===== config.mk =====
export PLATFORM = sky130hd
export DESIGN_NAME = shl_ctrl
export DESIGN_NICKNAME = d
export VERILOG_FILES = /design/src/shl_pkg.sv /design/src/shl_ctrl.sv
export SDC_FILE = /design/constraint.sdc
export NUM_CORES = 1
export LEC_CHECK = 0
export BUFFER_PORTS_ARGS = -buffer_cell sky130_fd_sc_hd__buf_2
export CAP_MARGIN = 10
export CORE_ASPECT_RATIO = 0.75
export CORE_MARGIN = 8
export CORE_UTILIZATION = 59
export CTS_BUF_LIST = sky130_fd_sc_hd__clkbuf_4 sky130_fd_sc_hd__clkbuf_8 sky130_fd_sc_hd__clkbuf_16
export DETAILED_ROUTE_END_ITERATION = 12
export MAX_ROUTING_LAYER = met4
export PLACE_DENSITY = 0.95
export SYNTH_ARGS = -nofsm -noshare
export SYNTH_HDL_FRONTEND = slang
export SYNTH_SLANG_ARGS = --single-unit

===== constraint.sdc =====
create_clock -name clk_in -period 5.8 [get_ports clk_in]
set_input_delay 0.29 -clock clk_in [delete_from_list [all_inputs] [get_ports clk_in]]
set_output_delay 0.29 -clock clk_in [all_outputs]
set_load 0.1 [all_outputs]

===== src/shl_pkg.sv =====
package shl_pkg;
    localparam int CNT_W = 14;
    localparam int DAC_W = 10;
    localparam int WIN_W = 8;
    localparam int TRIP_W = 6;
    localparam int LVL_W = 7;
    localparam int PAIRS = 6;
    localparam int DIV_W = 10;
    localparam int PRE_W = 3;
    localparam int DLY_W = 6;
    localparam int WADDR_W = 5;
    // rail levels counted in 50 mV steps; 3.3 V supply is 66 steps
    localparam logic [LVL_W-1:0] RAIL_STEPS = 7'h42;
    // register words that launch an automatic sync: R0..R5
    localparam logic [WADDR_W-1:0] AUTO_SYNC_LAST_WORD = 5'h05;
    localparam logic [CNT_W-1:0] CNT_RST = 14'h0000;
    localparam logic [CNT_W-1:0] CNT_ONE = 14'h0001;
    localparam logic [DAC_W-1:0] DAC_RST = 10'h000;
    localparam logic [DIV_W-1:0] DIV_RST = 10'h000;
    localparam logic [DIV_W-1:0] DIV_ONE = 10'h001;
    localparam logic [DLY_W-1:0] DLY_RST = 6'h00;
    localparam logic [DLY_W-1:0] DLY_ONE = 6'h01;
    localparam logic [2:0] MODE_PIN_SEL = 3'h3;
    localparam logic [2:0] MODE_AUTO_A = 3'h4;
    localparam logic [2:0] MODE_AUTO_PIN = 3'h6;
    // status pin output selections
    localparam logic [1:0] STAT_LOW = 2'h0;
    localparam logic [1:0] STAT_LOCK = 2'h1;
    localparam logic [1:0] STAT_HOLD = 2'h2;
    localparam logic [1:0] STAT_SWITCH = 2'h3;

    typedef enum logic [1:0] {
        SHL_TRACK = 2'b01,
        SHL_HOLD = 2'b10
    } shl_hold_state_t;
endpackage : shl_pkg


===== src/shl_ctrl.sv =====
`timescale 1ns/1ps
// What this block does
// RQ1: sync input active low when polarity invert set; toggling invert launches a sync.
// RQ2: with loop-1 option, outputs stay in sync until loop-1 lock detect is true.
// RQ3: with loop-2 option, sync stays engaged until loop-2 lock detect is true.
// RQ4: excluded output pairs keep running, untouched by any sync event.
// RQ5: host sets sync enable when syncing; always set in qualified-sync mode.
// RQ6: sync enable rising may sync; host protects outputs, must not rely on it.
// RQ7: with auto sync on, writing register words R0 to R5 launches a sync.
// RQ8: force-holdover enters holdover and powers the DAC regardless of holdover mode.
// RQ9: with tracking on, the DAC follows the loop-1 tuning voltage.
// RQ10: DAC updates at phase detector rate over divisor; host keeps it under 100 kHz.
// RQ11: host enables rail detect only with manual DAC on and auto mode 4 or 6.
// RQ12: holdover ends only after the exit count of in-window comparisons.
// RQ13: in holdover with manual DAC on, the DAC takes the manual value.
// RQ14: manual DAC readback returns the DAC value currently applied.
// RQ15: rail detect raises clock switch when tuning falls to low trip level.
// RQ16: rail detect raises clock switch when tuning rises to supply minus high trip.
// RQ17: with holdover mode on, any rail clock switch enters holdover.
// RQ18: loop-1 lock counter increments on each comparison inside the window.
// RQ19: loop-1 lock detect asserts once the counter reaches the lock count.
// RQ20: each reference has its own pre-divider ahead of the common loop-1 R divider.
// RQ21: in zero-delay modes outputs lead the input more as feedback delay grows.
// RQ22: status pins used as inputs are inverted when the invert bit is set.
// RQ23: an out-of-window comparison clears the lock counter and drops lock detect.
module shl_ctrl (
    input wire logic clk_in,
    input wire logic rst_n_in,
    input wire logic pdf_tick_in,
    input wire logic sync_pin_in,
    input wire logic sync_polarity_invert_in,
    input wire logic sync_enable_in,
    input wire logic sync_auto_enable_in,
    input wire logic qualified_sync_mode_in,
    input wire logic reg_write_in,
    input wire logic [shl_pkg::WADDR_W-1:0] reg_write_addr_in,
    input wire logic sync_until_loop1_lock_in,
    input wire logic sync_until_loop2_lock_in,
    input wire logic loop2_lock_in,
    input wire logic [shl_pkg::PAIRS-1:0] output_pair_sync_exclude_in,
    input wire logic compare_valid_in,
    input wire logic [shl_pkg::WIN_W-1:0] phase_error_in,
    input wire logic [shl_pkg::WIN_W-1:0] loop1_phase_window_in,
    input wire logic [shl_pkg::CNT_W-1:0] loop1_lock_count_in,
    input wire logic [shl_pkg::CNT_W-1:0] holdover_exit_count_in,
    input wire logic holdover_mode_in,
    input wire logic force_holdover_in,
    input wire logic track_enable_in,
    input wire logic manual_dac_enable_in,
    input wire logic [shl_pkg::DAC_W-1:0] manual_dac_value_in,
    input wire logic [shl_pkg::DAC_W-1:0] tune_code_in,
    input wire logic [shl_pkg::DIV_W-1:0] dac_clk_div_in,
    input wire logic tune_rail_detect_enable_in,
    input wire logic [shl_pkg::LVL_W-1:0] tune_level_in,
    input wire logic [shl_pkg::TRIP_W-1:0] tune_low_threshold_in,
    input wire logic [shl_pkg::TRIP_W-1:0] tune_high_threshold_in,
    input wire logic [1:0] ref_tick_in,
    input wire logic ref_active_in,
    input wire logic [shl_pkg::PRE_W-1:0] ref0_pre_divider_in,
    input wire logic [shl_pkg::PRE_W-1:0] ref1_pre_divider_in,
    input wire logic [shl_pkg::CNT_W-1:0] loop1_ref_divider_in,
    input wire logic fb_tick_in,
    input wire logic zero_delay_mode_in,
    input wire logic [shl_pkg::DLY_W-1:0] loop1_feedback_delay_in,
    input wire logic ref0_status_pin_in,
    input wire logic ref1_status_pin_in,
    input wire logic ref0_status_pin_type_in,
    input wire logic ref1_status_pin_type_in,
    input wire logic [1:0] ref0_status_pin_select_in,
    input wire logic [1:0] ref1_status_pin_select_in,
    input wire logic ref_status_invert_in,
    input wire logic [2:0] ref_selection_mode_in,
    output logic [shl_pkg::PAIRS-1:0] pair_sync_out,
    output logic sync_active_out,
    output logic loop1_lock_out,
    output logic holdover_out,
    output logic dac_power_out,
    output logic dac_update_out,
    output logic [shl_pkg::DAC_W-1:0] dac_value_out,
    output logic [shl_pkg::DAC_W-1:0] manual_dac_readback_out,
    output logic clock_switch_out,
    output logic loop1_ref_tick_out,
    output logic fb_delayed_tick_out,
    output logic ref0_status_pin_out,
    output logic ref0_status_pin_oe_out,
    output logic ref1_status_pin_out,
    output logic ref1_status_pin_oe_out,
    output logic [1:0] ref_select_sensed_out
);
    import shl_pkg::*;

    // zero divisor acts as one; shared by every divider
    function automatic logic div_wrap(input logic [CNT_W-1:0] cnt, input logic [CNT_W-1:0] div);
        logic [CNT_W-1:0] lim;
        lim = (div == CNT_RST) ? CNT_RST : div - CNT_ONE;
        return cnt >= lim;
    endfunction : div_wrap

    typedef struct packed {
        logic pol_prev;
        logic en_prev;
        logic sync_event;
        logic wait_l1;
        logic wait_l2;
        logic [PAIRS-1:0] pair_sync;
        logic [CNT_W-1:0] lock_cnt;
        logic lock;
        shl_hold_state_t hstate;
        logic [CNT_W-1:0] exit_cnt;
        logic [DIV_W-1:0] dac_div;
        logic dac_upd;
        logic [DAC_W-1:0] dac;
        logic low_prev;
        logic high_prev;
        logic clk_switch;
        logic [CNT_W-1:0] pre0;
        logic [CNT_W-1:0] pre1;
        logic [CNT_W-1:0] rdiv;
        logic ref_tick;
        logic [DLY_W-1:0] dly;
        logic fb_tick;
        logic st0;
        logic st1;
    } shl_state_t;

    shl_state_t st;
    shl_state_t next_st;

    function automatic logic stat_pick(input logic [1:0] sel);
        case (sel)
            STAT_LOW: return 1'b0;
            STAT_LOCK: return st.lock;
            STAT_HOLD: return st.hstate == SHL_HOLD;
            STAT_SWITCH: return st.clk_switch;
            default: return 1'b0;
        endcase
    endfunction : stat_pick

    logic sync_level;
    logic in_window;
    logic low_trip;
    logic high_trip;
    logic auto_write;
    logic [LVL_W-1:0] high_level;
    logic pre_tick;
    logic hold_exit;
    logic [1:0] sensed;

    always_comb begin
        sync_level = sync_pin_in ^ sync_polarity_invert_in; // RQ1
        in_window = phase_error_in < loop1_phase_window_in;
        auto_write = reg_write_in && (reg_write_addr_in <= AUTO_SYNC_LAST_WORD);
        high_level = RAIL_STEPS - {1'b0, tune_high_threshold_in};
        low_trip = tune_rail_detect_enable_in
            && (tune_level_in <= {1'b0, tune_low_threshold_in}); // RQ15
        high_trip = tune_rail_detect_enable_in && (tune_level_in >= high_level); // RQ16
        sensed[0] = ref0_status_pin_in ^ ref_status_invert_in; // RQ22
        sensed[1] = ref1_status_pin_in ^ ref_status_invert_in; // RQ22
        pre_tick = 1'b0;
        hold_exit = 1'b0;
        next_st = st;

        // sync sources; enable must be high for any of them to reach outputs
        next_st.pol_prev = sync_polarity_invert_in;
        next_st.en_prev = sync_enable_in;
        next_st.sync_event = sync_enable_in && (
            (sync_polarity_invert_in != st.pol_prev) // RQ1
            || (sync_auto_enable_in && auto_write) // RQ7
            || (sync_enable_in && !st.en_prev)); // RQ6
        if (sync_until_loop1_lock_in && (sync_level || st.sync_event)) begin
            next_st.wait_l1 = 1'b1;
        end else if (st.lock || !sync_until_loop1_lock_in) begin
            next_st.wait_l1 = 1'b0; // RQ2
        end
        if (sync_until_loop2_lock_in && (sync_level || st.sync_event)) begin
            next_st.wait_l2 = 1'b1;
        end else if (loop2_lock_in || !sync_until_loop2_lock_in) begin
            next_st.wait_l2 = 1'b0; // RQ3
        end
        next_st.pair_sync = {PAIRS{sync_enable_in && (sync_level || st.sync_event
            || st.wait_l1 || st.wait_l2)}} & ~output_pair_sync_exclude_in; // RQ4

        // loop-1 lock detect on each phase comparison
        if (compare_valid_in) begin
            if (in_window) begin
                if (st.lock_cnt != {CNT_W{1'b1}}) begin
                    next_st.lock_cnt = st.lock_cnt + CNT_ONE; // RQ18
                end
            end else begin
                next_st.lock_cnt = CNT_RST; // RQ23
            end
        end
        next_st.lock = next_st.lock_cnt >= loop1_lock_count_in; // RQ19

        // rail trips are edge events so a parked tuning voltage fires once
        next_st.low_prev = low_trip;
        next_st.high_prev = high_trip;
        next_st.clk_switch = (low_trip && !st.low_prev) || (high_trip && !st.high_prev);

        // holdover
        case (st.hstate)
            SHL_TRACK: begin
                next_st.exit_cnt = CNT_RST;
                if (force_holdover_in) begin
                    next_st.hstate = SHL_HOLD; // RQ8
                end else if (holdover_mode_in && st.clk_switch) begin
                    next_st.hstate = SHL_HOLD; // RQ17
                end
            end
            SHL_HOLD: begin
                if (compare_valid_in) begin
                    if (in_window) begin
                        if (st.exit_cnt != {CNT_W{1'b1}}) begin
                            next_st.exit_cnt = st.exit_cnt + CNT_ONE; // RQ12
                        end
                    end else begin
                        next_st.exit_cnt = CNT_RST;
                    end
                end
                hold_exit = !force_holdover_in && !(holdover_mode_in && st.clk_switch)
                    && (st.exit_cnt >= holdover_exit_count_in); // RQ12
                if (hold_exit) begin
                    next_st.hstate = SHL_TRACK;
                end
            end
            default: begin
                next_st.hstate = SHL_TRACK;
                next_st.exit_cnt = CNT_RST;
            end
        endcase

        // DAC update divider on the phase detector rate
        next_st.dac_upd = 1'b0;
        if (pdf_tick_in) begin
            if (div_wrap(CNT_W'(st.dac_div), CNT_W'(dac_clk_div_in))) begin
                next_st.dac_div = DIV_RST;
                next_st.dac_upd = 1'b1; // RQ10
            end else begin
                next_st.dac_div = st.dac_div + DIV_ONE;
            end
        end
        if (st.hstate == SHL_HOLD) begin
            if (manual_dac_enable_in) begin
                next_st.dac = manual_dac_value_in; // RQ13
            end
        end else if (track_enable_in && st.dac_upd) begin
            next_st.dac = tune_code_in; // RQ9
        end

        // per-reference pre-divider then shared R divider
        next_st.ref_tick = 1'b0;
        if (ref_tick_in[0] && !ref_active_in) begin
            if (div_wrap(st.pre0, CNT_W'(ref0_pre_divider_in))) begin
                next_st.pre0 = CNT_RST;
                pre_tick = 1'b1; // RQ20
            end else begin
                next_st.pre0 = st.pre0 + CNT_ONE;
            end
        end
        if (ref_tick_in[1] && ref_active_in) begin
            if (div_wrap(st.pre1, CNT_W'(ref1_pre_divider_in))) begin
                next_st.pre1 = CNT_RST;
                pre_tick = 1'b1; // RQ20
            end else begin
                next_st.pre1 = st.pre1 + CNT_ONE;
            end
        end
        if (pre_tick) begin
            if (div_wrap(st.rdiv, loop1_ref_divider_in)) begin
                next_st.rdiv = CNT_RST;
                next_st.ref_tick = 1'b1;
            end else begin
                next_st.rdiv = st.rdiv + CNT_ONE;
            end
        end

        // holding back feedback makes the loop pull outputs earlier
        next_st.fb_tick = 1'b0;
        if (fb_tick_in) begin
            if (!zero_delay_mode_in || loop1_feedback_delay_in == DLY_RST) begin
                next_st.fb_tick = 1'b1;
                next_st.dly = DLY_RST;
            end else begin
                next_st.dly = loop1_feedback_delay_in; // RQ21
            end
        end else if (st.dly != DLY_RST) begin
            next_st.dly = st.dly - DLY_ONE;
            next_st.fb_tick = st.dly == DLY_ONE; // RQ21
        end

        next_st.st0 = stat_pick(ref0_status_pin_select_in);
        next_st.st1 = stat_pick(ref1_status_pin_select_in);
    end

    always_ff @(posedge clk_in) begin
        if (!rst_n_in) begin
            st <= '0;
            st.hstate <= SHL_TRACK;
        end else begin
            st <= next_st;
        end
    end

    always_comb begin
        pair_sync_out = st.pair_sync;
        sync_active_out = |st.pair_sync;
        loop1_lock_out = st.lock;
        holdover_out = st.hstate == SHL_HOLD;
        dac_power_out = force_holdover_in || track_enable_in
            || (st.hstate == SHL_HOLD); // RQ8
        dac_update_out = st.dac_upd;
        dac_value_out = st.dac;
        manual_dac_readback_out = st.dac; // RQ14
        clock_switch_out = st.clk_switch;
        loop1_ref_tick_out = st.ref_tick;
        fb_delayed_tick_out = st.fb_tick;
        ref0_status_pin_out = st.st0;
        ref1_status_pin_out = st.st1;
        ref0_status_pin_oe_out = !ref0_status_pin_type_in;
        ref1_status_pin_oe_out = !ref1_status_pin_type_in;
        // sensed selection only counts in the pin-driven modes
        ref_select_sensed_out = ((ref_selection_mode_in == MODE_PIN_SEL)
            || (ref_selection_mode_in == MODE_AUTO_PIN))
            ? (sensed & {ref1_status_pin_type_in, ref0_status_pin_type_in}) : 2'h0;
    end
endmodule : shl_ctrl


### After elaboration in Yosys (flattened, before gate mapping)

Cells that the tools add are included.

| cells by class | value |
|---|---|
| $add $sub $neg | 12 |
| order comparisons | 10 |
| eq/ne operators | 19 |
| multiplexer cells | 38 |
| bitwise gates (word level) | 6 |
| reductions and logical operators | 58 |

Operators by type and width:

| cell | count |
|---|---|
| 14-bit 2-to-1 mux | 13 |
| 14-bit by 1-bit adder with 14-bit output (second input constant) | 5 |
| 14-bit >= comparator | 5 |
| 10-bit 2-to-1 mux | 4 |
| 16-bit one-hot mux with 2 select lines | 1 |
| 14-bit inequality test (second input constant) | 2 |
| 1-bit logical AND | 17 |
| 10-bit by 14-bit >= comparator with 1-bit output | 1 |
| 14-bit logical NOT | 1 |
| 7-bit 2-to-1 mux | 2 |
| 14-bit by 1-bit subtractor with 14-bit output (second input constant) | 1 |
| 1-bit logical OR | 12 |
| 1-bit logical NOT | 11 |
| 1-bit 2-to-1 mux | 11 |
| 10-bit by 1-bit subtractor with 11-bit output (second input constant) | 1 |
| 10-bit by 1-bit adder with 10-bit output (second input constant) | 1 |
| 2-bit == test (second input constant) | 5 |
| 10-bit logical NOT | 1 |
| 2-bit AND reduction | 5 |
| 8-bit less-than comparator | 1 |
| 2-bit 2-to-1 mux | 4 |
| 1-bit one-hot mux with 4 select lines | 2 |
| 2-bit nonzero test | 4 |
| 3-bit by 1-bit subtractor with 4-bit output (second input constant) | 2 |
| other kinds (24) | 31 |

| word-level totals | value |
|---|---|
| bits in registers | 118 |
| bits of input ports | 165 |
| output and inout bits | 40 |

### Longest topological paths before layout

Gate-level depths: netlist of the first run.

| logic depth | value |
|---|---|
| depth after elaboration | 8 |
| mapped depth | 15 |
| mapped depth without buffers | 15 |

### Worst setup path after synthesis of the first run

OpenSTA, ideal clock, no wires.

| timing | value |
|---|---|
| path kind | input-to-output |
| from | in ref0_status_pin_type_in |
| to | out ref_select_sensed_out[0] |
| data arrival time | 2.870 ns |
| required time | 5.510 ns |
| setup slack | 2.640 ns |
| cell stages on the path | 2 |
| buffers on the path | 0 |
| cell sequence | inv_1 > nor3_1 |

| between the ends | value |
|---|---|
| cells in the longest elaborated chain, start to end | 2 |

RTL lines:

| item | line | RTL |
|---|---|---|
| start: declaration | shl_ctrl.sv:67 | `input wire logic ref0_status_pin_type_in,` |
| 2-bit AND | shl_ctrl.sv:324 | `? (sensed & {ref1_status_pin_type_in, ref0_status_pin_type_in}) : 2'h0;` |
| 2-bit 2-to-1 mux | shl_ctrl.sv:324 |  |
| end: declaration | shl_ctrl.sv:88 | `output logic [1:0] ref_select_sensed_out` |

No other way between the ends.

### Worst setup path in the final report of the first run

| timing | value |
|---|---|
| from | in loop1_ref_divider_in[3] (netlist name) |
| to | reg st[17] (netlist name) |

| between the ends | value |
|---|---|
| cells in the longest elaborated chain, start to end | 4 |
| elaborated cells on any way between the ends | 5 |
| those cells by class | 1 x add/sub; 1 x order compare; 2 x mux; 1 x reduce/logical |

RTL lines:

| item | line | RTL |
|---|---|---|
| start: declaration | shl_ctrl.sv:61 | `input wire logic [shl_pkg::CNT_W-1:0] loop1_ref_divider_in,` |
| 14-bit by 1-bit subtractor with 14-bit output / 14-bit logical NOT (equally long branches) | shl_ctrl.sv:95 | `lim = (div == CNT_RST) ? CNT_RST : div - CNT_ONE;` |
| 14-bit 2-to-1 mux * | shl_ctrl.sv:95 |  |
| 14-bit >= comparator * | shl_ctrl.sv:96 | `return cnt >= lim;` |
| 14-bit 2-to-1 mux * | shl_ctrl.sv:269 | `if (div_wrap(st.rdiv, loop1_ref_divider_in)) begin` |
| end signal: assignment | shl_ctrl.sv:300 | `st <= next_st;` |
| end: declaration | shl_ctrl.sv:126 | `shl_state_t st;` |

Mark *: on every way between the ends. The rest lies on a longest branch, timed or not.
A chain may end at the register's enable or synchronous reset.

==> results of run 1 <==
==> cells in the final DEF, fill, tap and decap left out, drive strengths merged, types with 5 or more instances in the layout <==
cell,synthesis,layout
buf,29,208
nor2,126,126
dfxtp,118,118
ha,97,97
nand2,93,93
inv,68,70
a21oi,47,47
xor2,41,41
o21ai,36,36
nand3,33,33
nand4,28,28
xnor2,27,27
a211oi,24,24
a21o,24,24
nor3,23,23
and3,18,18
clkbuf,21,18
mux2i,17,17
nand2b,15,15
or3,14,14
nor4,12,12
a31oi,12,12
and2,11,11
o21a,9,9
a32oi,9,9
clkinv,0,9
nor2b,7,7
nand3b,6,6
and4,5,5
o22ai,5,5
==> worst max-delay path, cell delays in order <==
cell and delay, ns:
buf_2 0.12, nor4_1 0.65, nand2_1 0.22, nor2_1 0.26
nand2_1 0.27, o21ai_0 0.16, ha_1 0.26, a21o_1 0.18
a31oi_1 0.13, o21ai_1 0.16, a211oi_2 0.56, nand2_2 0.24
o41ai_1 0.30
==> area by class of cell <==
| type | instances | area, sq um |
|---|---|---|
| multi-input combinational | 795 | 5380 |
| fill | 1047 | 3850 |
| sequential | 118 | 2360 |
| timing repair buffer | 208 | 1060 |
| clock buffer | 18 | 433 |
| inverter | 68 | 255 |
| tap | 175 | 219 |
| clock inverter | 14 | 153 |
==> worst min path at each step <==
stage	slack [ns]	cells after the start	to
2_1_floorplan	0.36	1	pair_sync_out[0]
3_3_place_gp	0.45	2	pair_sync_out[5]
3_5_place_dp	0.45	2	pair_sync_out[2]
4_1_cts	0.02	2	pair_sync_out[1]
5_1_grt	0.02	2	pair_sync_out[2]
6_report	0.03	2	pair_sync_out[1]
==> power by group through the flow <==
stage	Clock (mW)	Sequential, mW	Combinational (mW)
2_1_floorplan	0	0.915	0.393
3_3_place_gp	0	0.912	0.519
3_5_place_dp	0	0.913	0.541
4_1_cts	1.04	0.896	0.547
5_1_grt	1.09	0.903	0.603
6_report	1.03	0.897	0.548
==> synthesized netlist by cell type (10+ instances only) <==
master    count  area share (%)
buf_4        26             2.4
and2_1       10            0.76
xnor2_1      27             2.9
a211oi_1     22             2.0
clkbuf_1     21            0.95
o21ai_0      34             2.1
nand4_1      28             2.1
ha_1         97              15
dfxtp_1     118              29
and3_1       17             1.3
mux2i_1      17             2.1
nor3_1       22             1.3
xor2_1       41             4.3
inv_1        68             3.1
nand2b_1     15             1.1
a21oi_1      45             2.7
a21o_1       16             1.5
or3_1        14             1.1
nand2_1      92             4.2
nand3_1      33             2.0
nor4_1       12            0.91
a31oi_1      12            0.91
nor2_1      126             5.7
==> per-layer routing <==
metal / share of wire, % / global-route usage (%)
met5: 0 / -
met4: 1.5 / 7.64
met3: 6.9 / 5.42
met2: 46 / 37.6
met1: 45 / 28.7
==> sequential cells by signal, indices dropped and copies added, names as in the netlist <==
register and flops:
st 95, fb_delayed_tick_out 1, pair_sync_out 6, ref1_status_pin_out 1, dac_update_out 1, dac_value_out 10
ref0_status_pin_out 1, loop1_ref_tick_out 1, loop1_lock_out 1, clock_switch_out 1
==> kinds of logic after synthesis <==
logic type                 after synthesis
AOI/OAI and AO/OA                      201
and+or+nand+nor                        405
buffers and inverters                  118
adders and majority gates               97
muxes                                   20
other                                    1
xor gates and xnor gates                68
DFF                                    118
==> metrics by stage <==
stage,power (mW),setup slack (ns),hold WS [ns]
6_report,2.48,2.28,0.0326
3_5_place_dp,1.45,1.94,0.449
2_1_floorplan,1.31,2.64,0.362
4_1_cts,2.49,2.36,0.0198
3_3_place_gp,1.43,2.19,0.446
5_1_grt,2.59,1.87,0.0238
==> reports/metrics.cfg, run 1 <==
[logic_synthesis]
synth_top_family_by_area = simple AND/OR/NAND/NOR gates
synth_mux_area_share_pct = 2.47
synthDistinctLibCells = 73
synth_edf_count = 0
avgSynthCellArea_sq_um = 8.05
synth_seq_area_share_pct = 28.6
ys_warn_count = 0
synth_compound_area_share_pct = 16.6
synth_fa_ha_area_share_pct = 14.7
syn-instance-count = 1028
async_flop_share_pct = 0
synth_seq_cells = 118
synth-xor-area-share_pct = 7.20
synth_ff_type = dfxtp_1
synth-simple-area-share_pct = 23.9
netlist_area_sq_um = 8270

[clock_tree]
cts_max_level = 4
clock_latency_ns = 0.41
cts_tree = yes
postCtsResizedCells = 0
cts_root_buf = clkbuf_16
cts_setup_buffers = 0
clock_path_buffers = 2
ctsHoldBuffers = 0
path_clk_slew_ns = 0.06
cts_inserted_buffers = 17
clock_sinks = 118

[detailed_routing]
drtIter0Drc = 528
wirelength_mm = 21.2
antenna_left = 0
remaining_drc_errors = 0
wire_per_inst_microns = 15.2
drt-pass1-iter-count = 5
viasPerCell = 5.75
vias = 8023

[pwr]
p_leak_nw = 4.68
sw_frac_of_total_pct = 31.6
pwr-share-seq_pct = 36.2
pwr-share-comb_pct = 22.1
p_per_area_nw_per_um2 = 251
irDropWorstVdd_mv = 0.214
power_frac_clock_pct = 41.6
internal_power_mw = 1.69
switching_power_uw = 782

[final_layout]
syn_to_final_growth_pct = 19.2
utilization_pct = 71.9
final_area_sq_um = 9850
fin_cells = 1396
n_antenna_cell = 0
drive_gt1_share_pct = 21.9
finalNetCount = 1470

[min_path]
holdCritPathClass = in2reg
hold_start = output_pair_sync_exclude_in[1]

[timing]
rsz0062_at_grt = no
drv_slew = 0
finalCritPeriodShare_pct = 60.7
period_minus_slack_ns = 3.52
fmax_mhz = 284
setup_viol = 0
max_slew.worst_pin.slew_ns = 1.00
setup_tns_ns = 0
hold_violations = 0
slew-limit-headroom_pct = 32.3
finalClockSkew_ns = 0.0116

[setup_path]
endpoint = st[17]
crit_required_ns = 6.09
worstPathArrival_ns = 3.81
critical_path_class = in2reg
reg2reg_from = st[93]
rr_worst_depth = 13
path_max_fanout = 11
crit_start = loop1_ref_divider_in[3]
r2r_slack_ns = 2.40
r2r_end = loop1_lock_out
startpoint_type = input port
worstSetupEndpointType = flop

[grt]
grt_pass1_vias = 7794
grt_usage_pct = 23.4
grt-ovfl-total = 0
grt_pass1_wl_mm = 35.5
antenna_found_initial = 0
grt_max_degree = 34

[floorplan]
fp.dieH_microns = 119
die_area_sq_um = 18100
core_sq_um = 13700
start_util_pct = 60.4
row_count = 37
io_pins = 205
die_w_microns = 153

[flow_run]
cap_violations = 0

[status]
status = finished clean

[placement]
post_dp_cell_area_sq_um = 9270
port_buffers = 202
gp_congestion = 0.894
dp.cells = 1364
hpwl_mm = 16.4

Power figures use the tool's default switching activity.
==> inputs of run 2 (changes only) <==
ABC_AREA = 1   (was default)
CORE_UTILIZATION = 50   (was 59)
PLACE_DENSITY = 0.88   (was 0.95)
clock period = 3.23 ns   (was 5.8 ns; I/O delays follow)
==> run 2 against run 1 <==
First-iteration DRC count fell by 0.95%. Combinational power is 120% higher. Highest routed layer unchanged. Die area grew 23%. Clock power rose by 85%. Total power grew 91%. Worst setup slack worse by 2.0 ns. Critical path type is now reg2reg. Synthesized area up 7.4%. Final cell count is 28% higher. Core utilization shrank 11 points. Global-route usage is 2.5 points lower. Critical path depth up 7. Register-to-register slack got worse by 2.1 ns.
==> reports/metrics.cfg, run 2 <==
[detailed_routing]
remaining_drc_errors = 0
met3_length_mm = 1.75
drtIter0Drc = 523
drt-pass1-iter-count = 5
met1Wirelength_mm = 10.5
antenna_left = 0
viasPerCell = 5.13
routed.top_layer = met4
wirelength_mm = 23.1
vias = 9128
dr_wl_met2_mm = 10.4
wire_per_inst_microns = 13.0

[min_path]
hold_start = manual_dac_value_in[4]
holdCritPathClass = in2reg

[setup_path]
critical_path_class = reg2reg
crit_start = st[93]
worstPathArrival_ns = 3.26
crit_top_cell = nand2_1
crit_required_ns = 3.54
path_max_fanout = 11
slowest_delay_ns = 0.36
critPathSlowestCell = dfxtp_1
reg2reg_from = st[93]
startpoint_type = flop
worstSetupEndpointType = flop
worstPathCellList = ha_1 > inv_1 > nor2_1 > nand2_1 > nor2_2 > nand3_2 > nand2_2 > inv_1 > nand2_1 > nand2_1 > nor2_1 > ha_1 > nand2_1 > nor2_1 > o21ai_0 > inv_1 > o21ai_0 > nand3_1 > nand2_1 > inv_1

[pwr]
p_leak_nw = 5.52
irDropWorstVdd_mv = 0.284
report.power.total_mw = 4.73
p_per_area_nw_per_um2 = 441

[grt]
grt_pass1_wl_mm = 38.5
grt-ovfl-total = 0
antenna_found_initial = 0
grt_max_degree = 51
grt_pass1_vias = 8430
grt_usage_pct = 20.9

[floorplan]
core_sq_um = 17500
die_area_sq_um = 22300
start_util_pct = 50.8
io_pins = 205
row_count = 42
die_w_microns = 170
fp.dieH_microns = 131

[timing]
rsz0062_at_grt = no
hold_violations = 0
period_minus_slack_ns = 2.94
setup_viol = 0
setup_tns_ns = 0
max_slew.worst_pin.slew_ns = 0.882
slew-limit-headroom_pct = 41.1
fmax_mhz = 340
finalClockSkew_ns = 0.00866
drv_slew = 0
finalCritPeriodShare_pct = 91.2

[placement]
hpwl_mm = 17.6
post_dp_cell_area_sq_um = 9900
gp_congestion = 0.920
port_buffers = 202

[final_layout]
n_fill_cell = 1588
syn_to_final_growth_pct = 20.7
n_antenna_cell = 0
final_area_sq_um = 10700
multi_input_area_sq_um = 5490
regArea_sq_um = 2360
final_common_cell = nand2_1
layout_common_cells = nand2_1, buf_2, inv_1
largest_register_ffs = 95
regMostFlops = st
drive_gt1_share_pct = 18.3
finalNetCount = 1787

[logic_synthesis]
synth_seq_cells = 118
synth_edf_count = 0
synthTopCellsByArea = dfxtp_1, ha_1, nand2_1, inv_1, nor2_1
netlist_area_sq_um = 8880
ys_warn_count = 0
post-synth-top-count-cell = nand2_1
synthTopCellsByCount = nand2_1, inv_1, nor2_1
syn-instance-count = 1326
async_flop_share_pct = 0
synthDistinctLibCells = 47
synth_top_area_share_pct = 26.6
synth_ff_type = dfxtp_1
synth_seq_area_share_pct = 26.6
avgSynthCellArea_sq_um = 6.70
synth_largest_area_cell = dfxtp_1

[clock_tree]
cts_root_buf = clkbuf_16
clock_latency_ns = 0.42
clock_path_buffers = 2
cts_inserted_buffers = 17
clock_sinks = 118
cts_max_level = 4
path_clk_slew_ns = 0.06
cts_tree = yes

[status]
status = finished clean

[flow_run]
cap_violations = 0

## run 2: layout make-up
| type | instances | share of cell area (%) |
|---|---|---|
| clock inverter | 15 | 1.60 |
| sequential | 118 | 22.0 |
| clock buffer | 17 | 3.97 |
| tap | 242 | 2.82 |
| multi-input combinational | 972 | 51.2 |
| timing repair buffer | 230 | 11.9 |
| inverter | 186 | 6.51 |
## run 2: cell families after synthesis
| group | after synthesis | synth area share, % |
|---|---|---|
| compound gates | 160 | 9.90 |
| mux | 1 | 0.113 |
| other cells | 1 | 0.0422 |
| flops | 118 | 26.6 |
| xor+xnor | 48 | 4.73 |
| fa+ha+maj | 97 | 13.7 |
| buf+inv | 239 | 11.8 |
| simple gates | 662 | 33.2 |
## run 2: report_power, final
group | switching, mW | leakage, nW | internal [mW] | total [mW]
Sequential | 0.0590 | 0.958 | 1.53 | 1.59
Combinational | 0.861 | 4.28 | 0.366 | 1.23
Clock | 0.758 | 0.286 | 1.15 | 1.91
## run 2: worst paths after layout
check                                        end  slack (ns)  depth (start not counted)
worst max register to register    loop1_lock_out        0.29                         20
worst min register to register            st[30]        0.44                          2
worst min-delay path            dac_value_out[4]        0.02                          3
worst max-delay path              loop1_lock_out        0.29                         20
## run 2: per-stage QoR
stage	instances	setup slack [ns]	hold slack (ns)	util [%]
floorplan	1329	0.428	0.255	-
global placement	1726	0.478	0.377	56.6
detailed placement	1726	0.335	0.381	56.6
CTS	1780	0.366	0.000445	61.3
global route	1780	0.0391	0.00899	61.3
finish	1780	0.285	0.0196	61.3
## run 2: what timing repair did
| item | CTS | global route |
|---|---|---|
| hold buffers | 22 | 0 |
| setup buffers | 0 | 0 |
| gates resized for setup | 0 | 0 |
| endpoints found under the hold margin | 20 | 0 |
## run 2: worst max-delay path: cells and delay by family (launching register included)
kind,cells,cell delay [ns]
fa+ha+maj,2,0.47
compound gates,2,0.25
simple gates,12,1.41
flops,1,0.36
buf+inv,4,0.32
## run 2: routing by layer
metal	track usage (%)	vias to the layer above
met3	4.55	35
met1	25.6	4077
met4	6.37	0
met5	-	-
met2	33.8	333
li1	-	4683
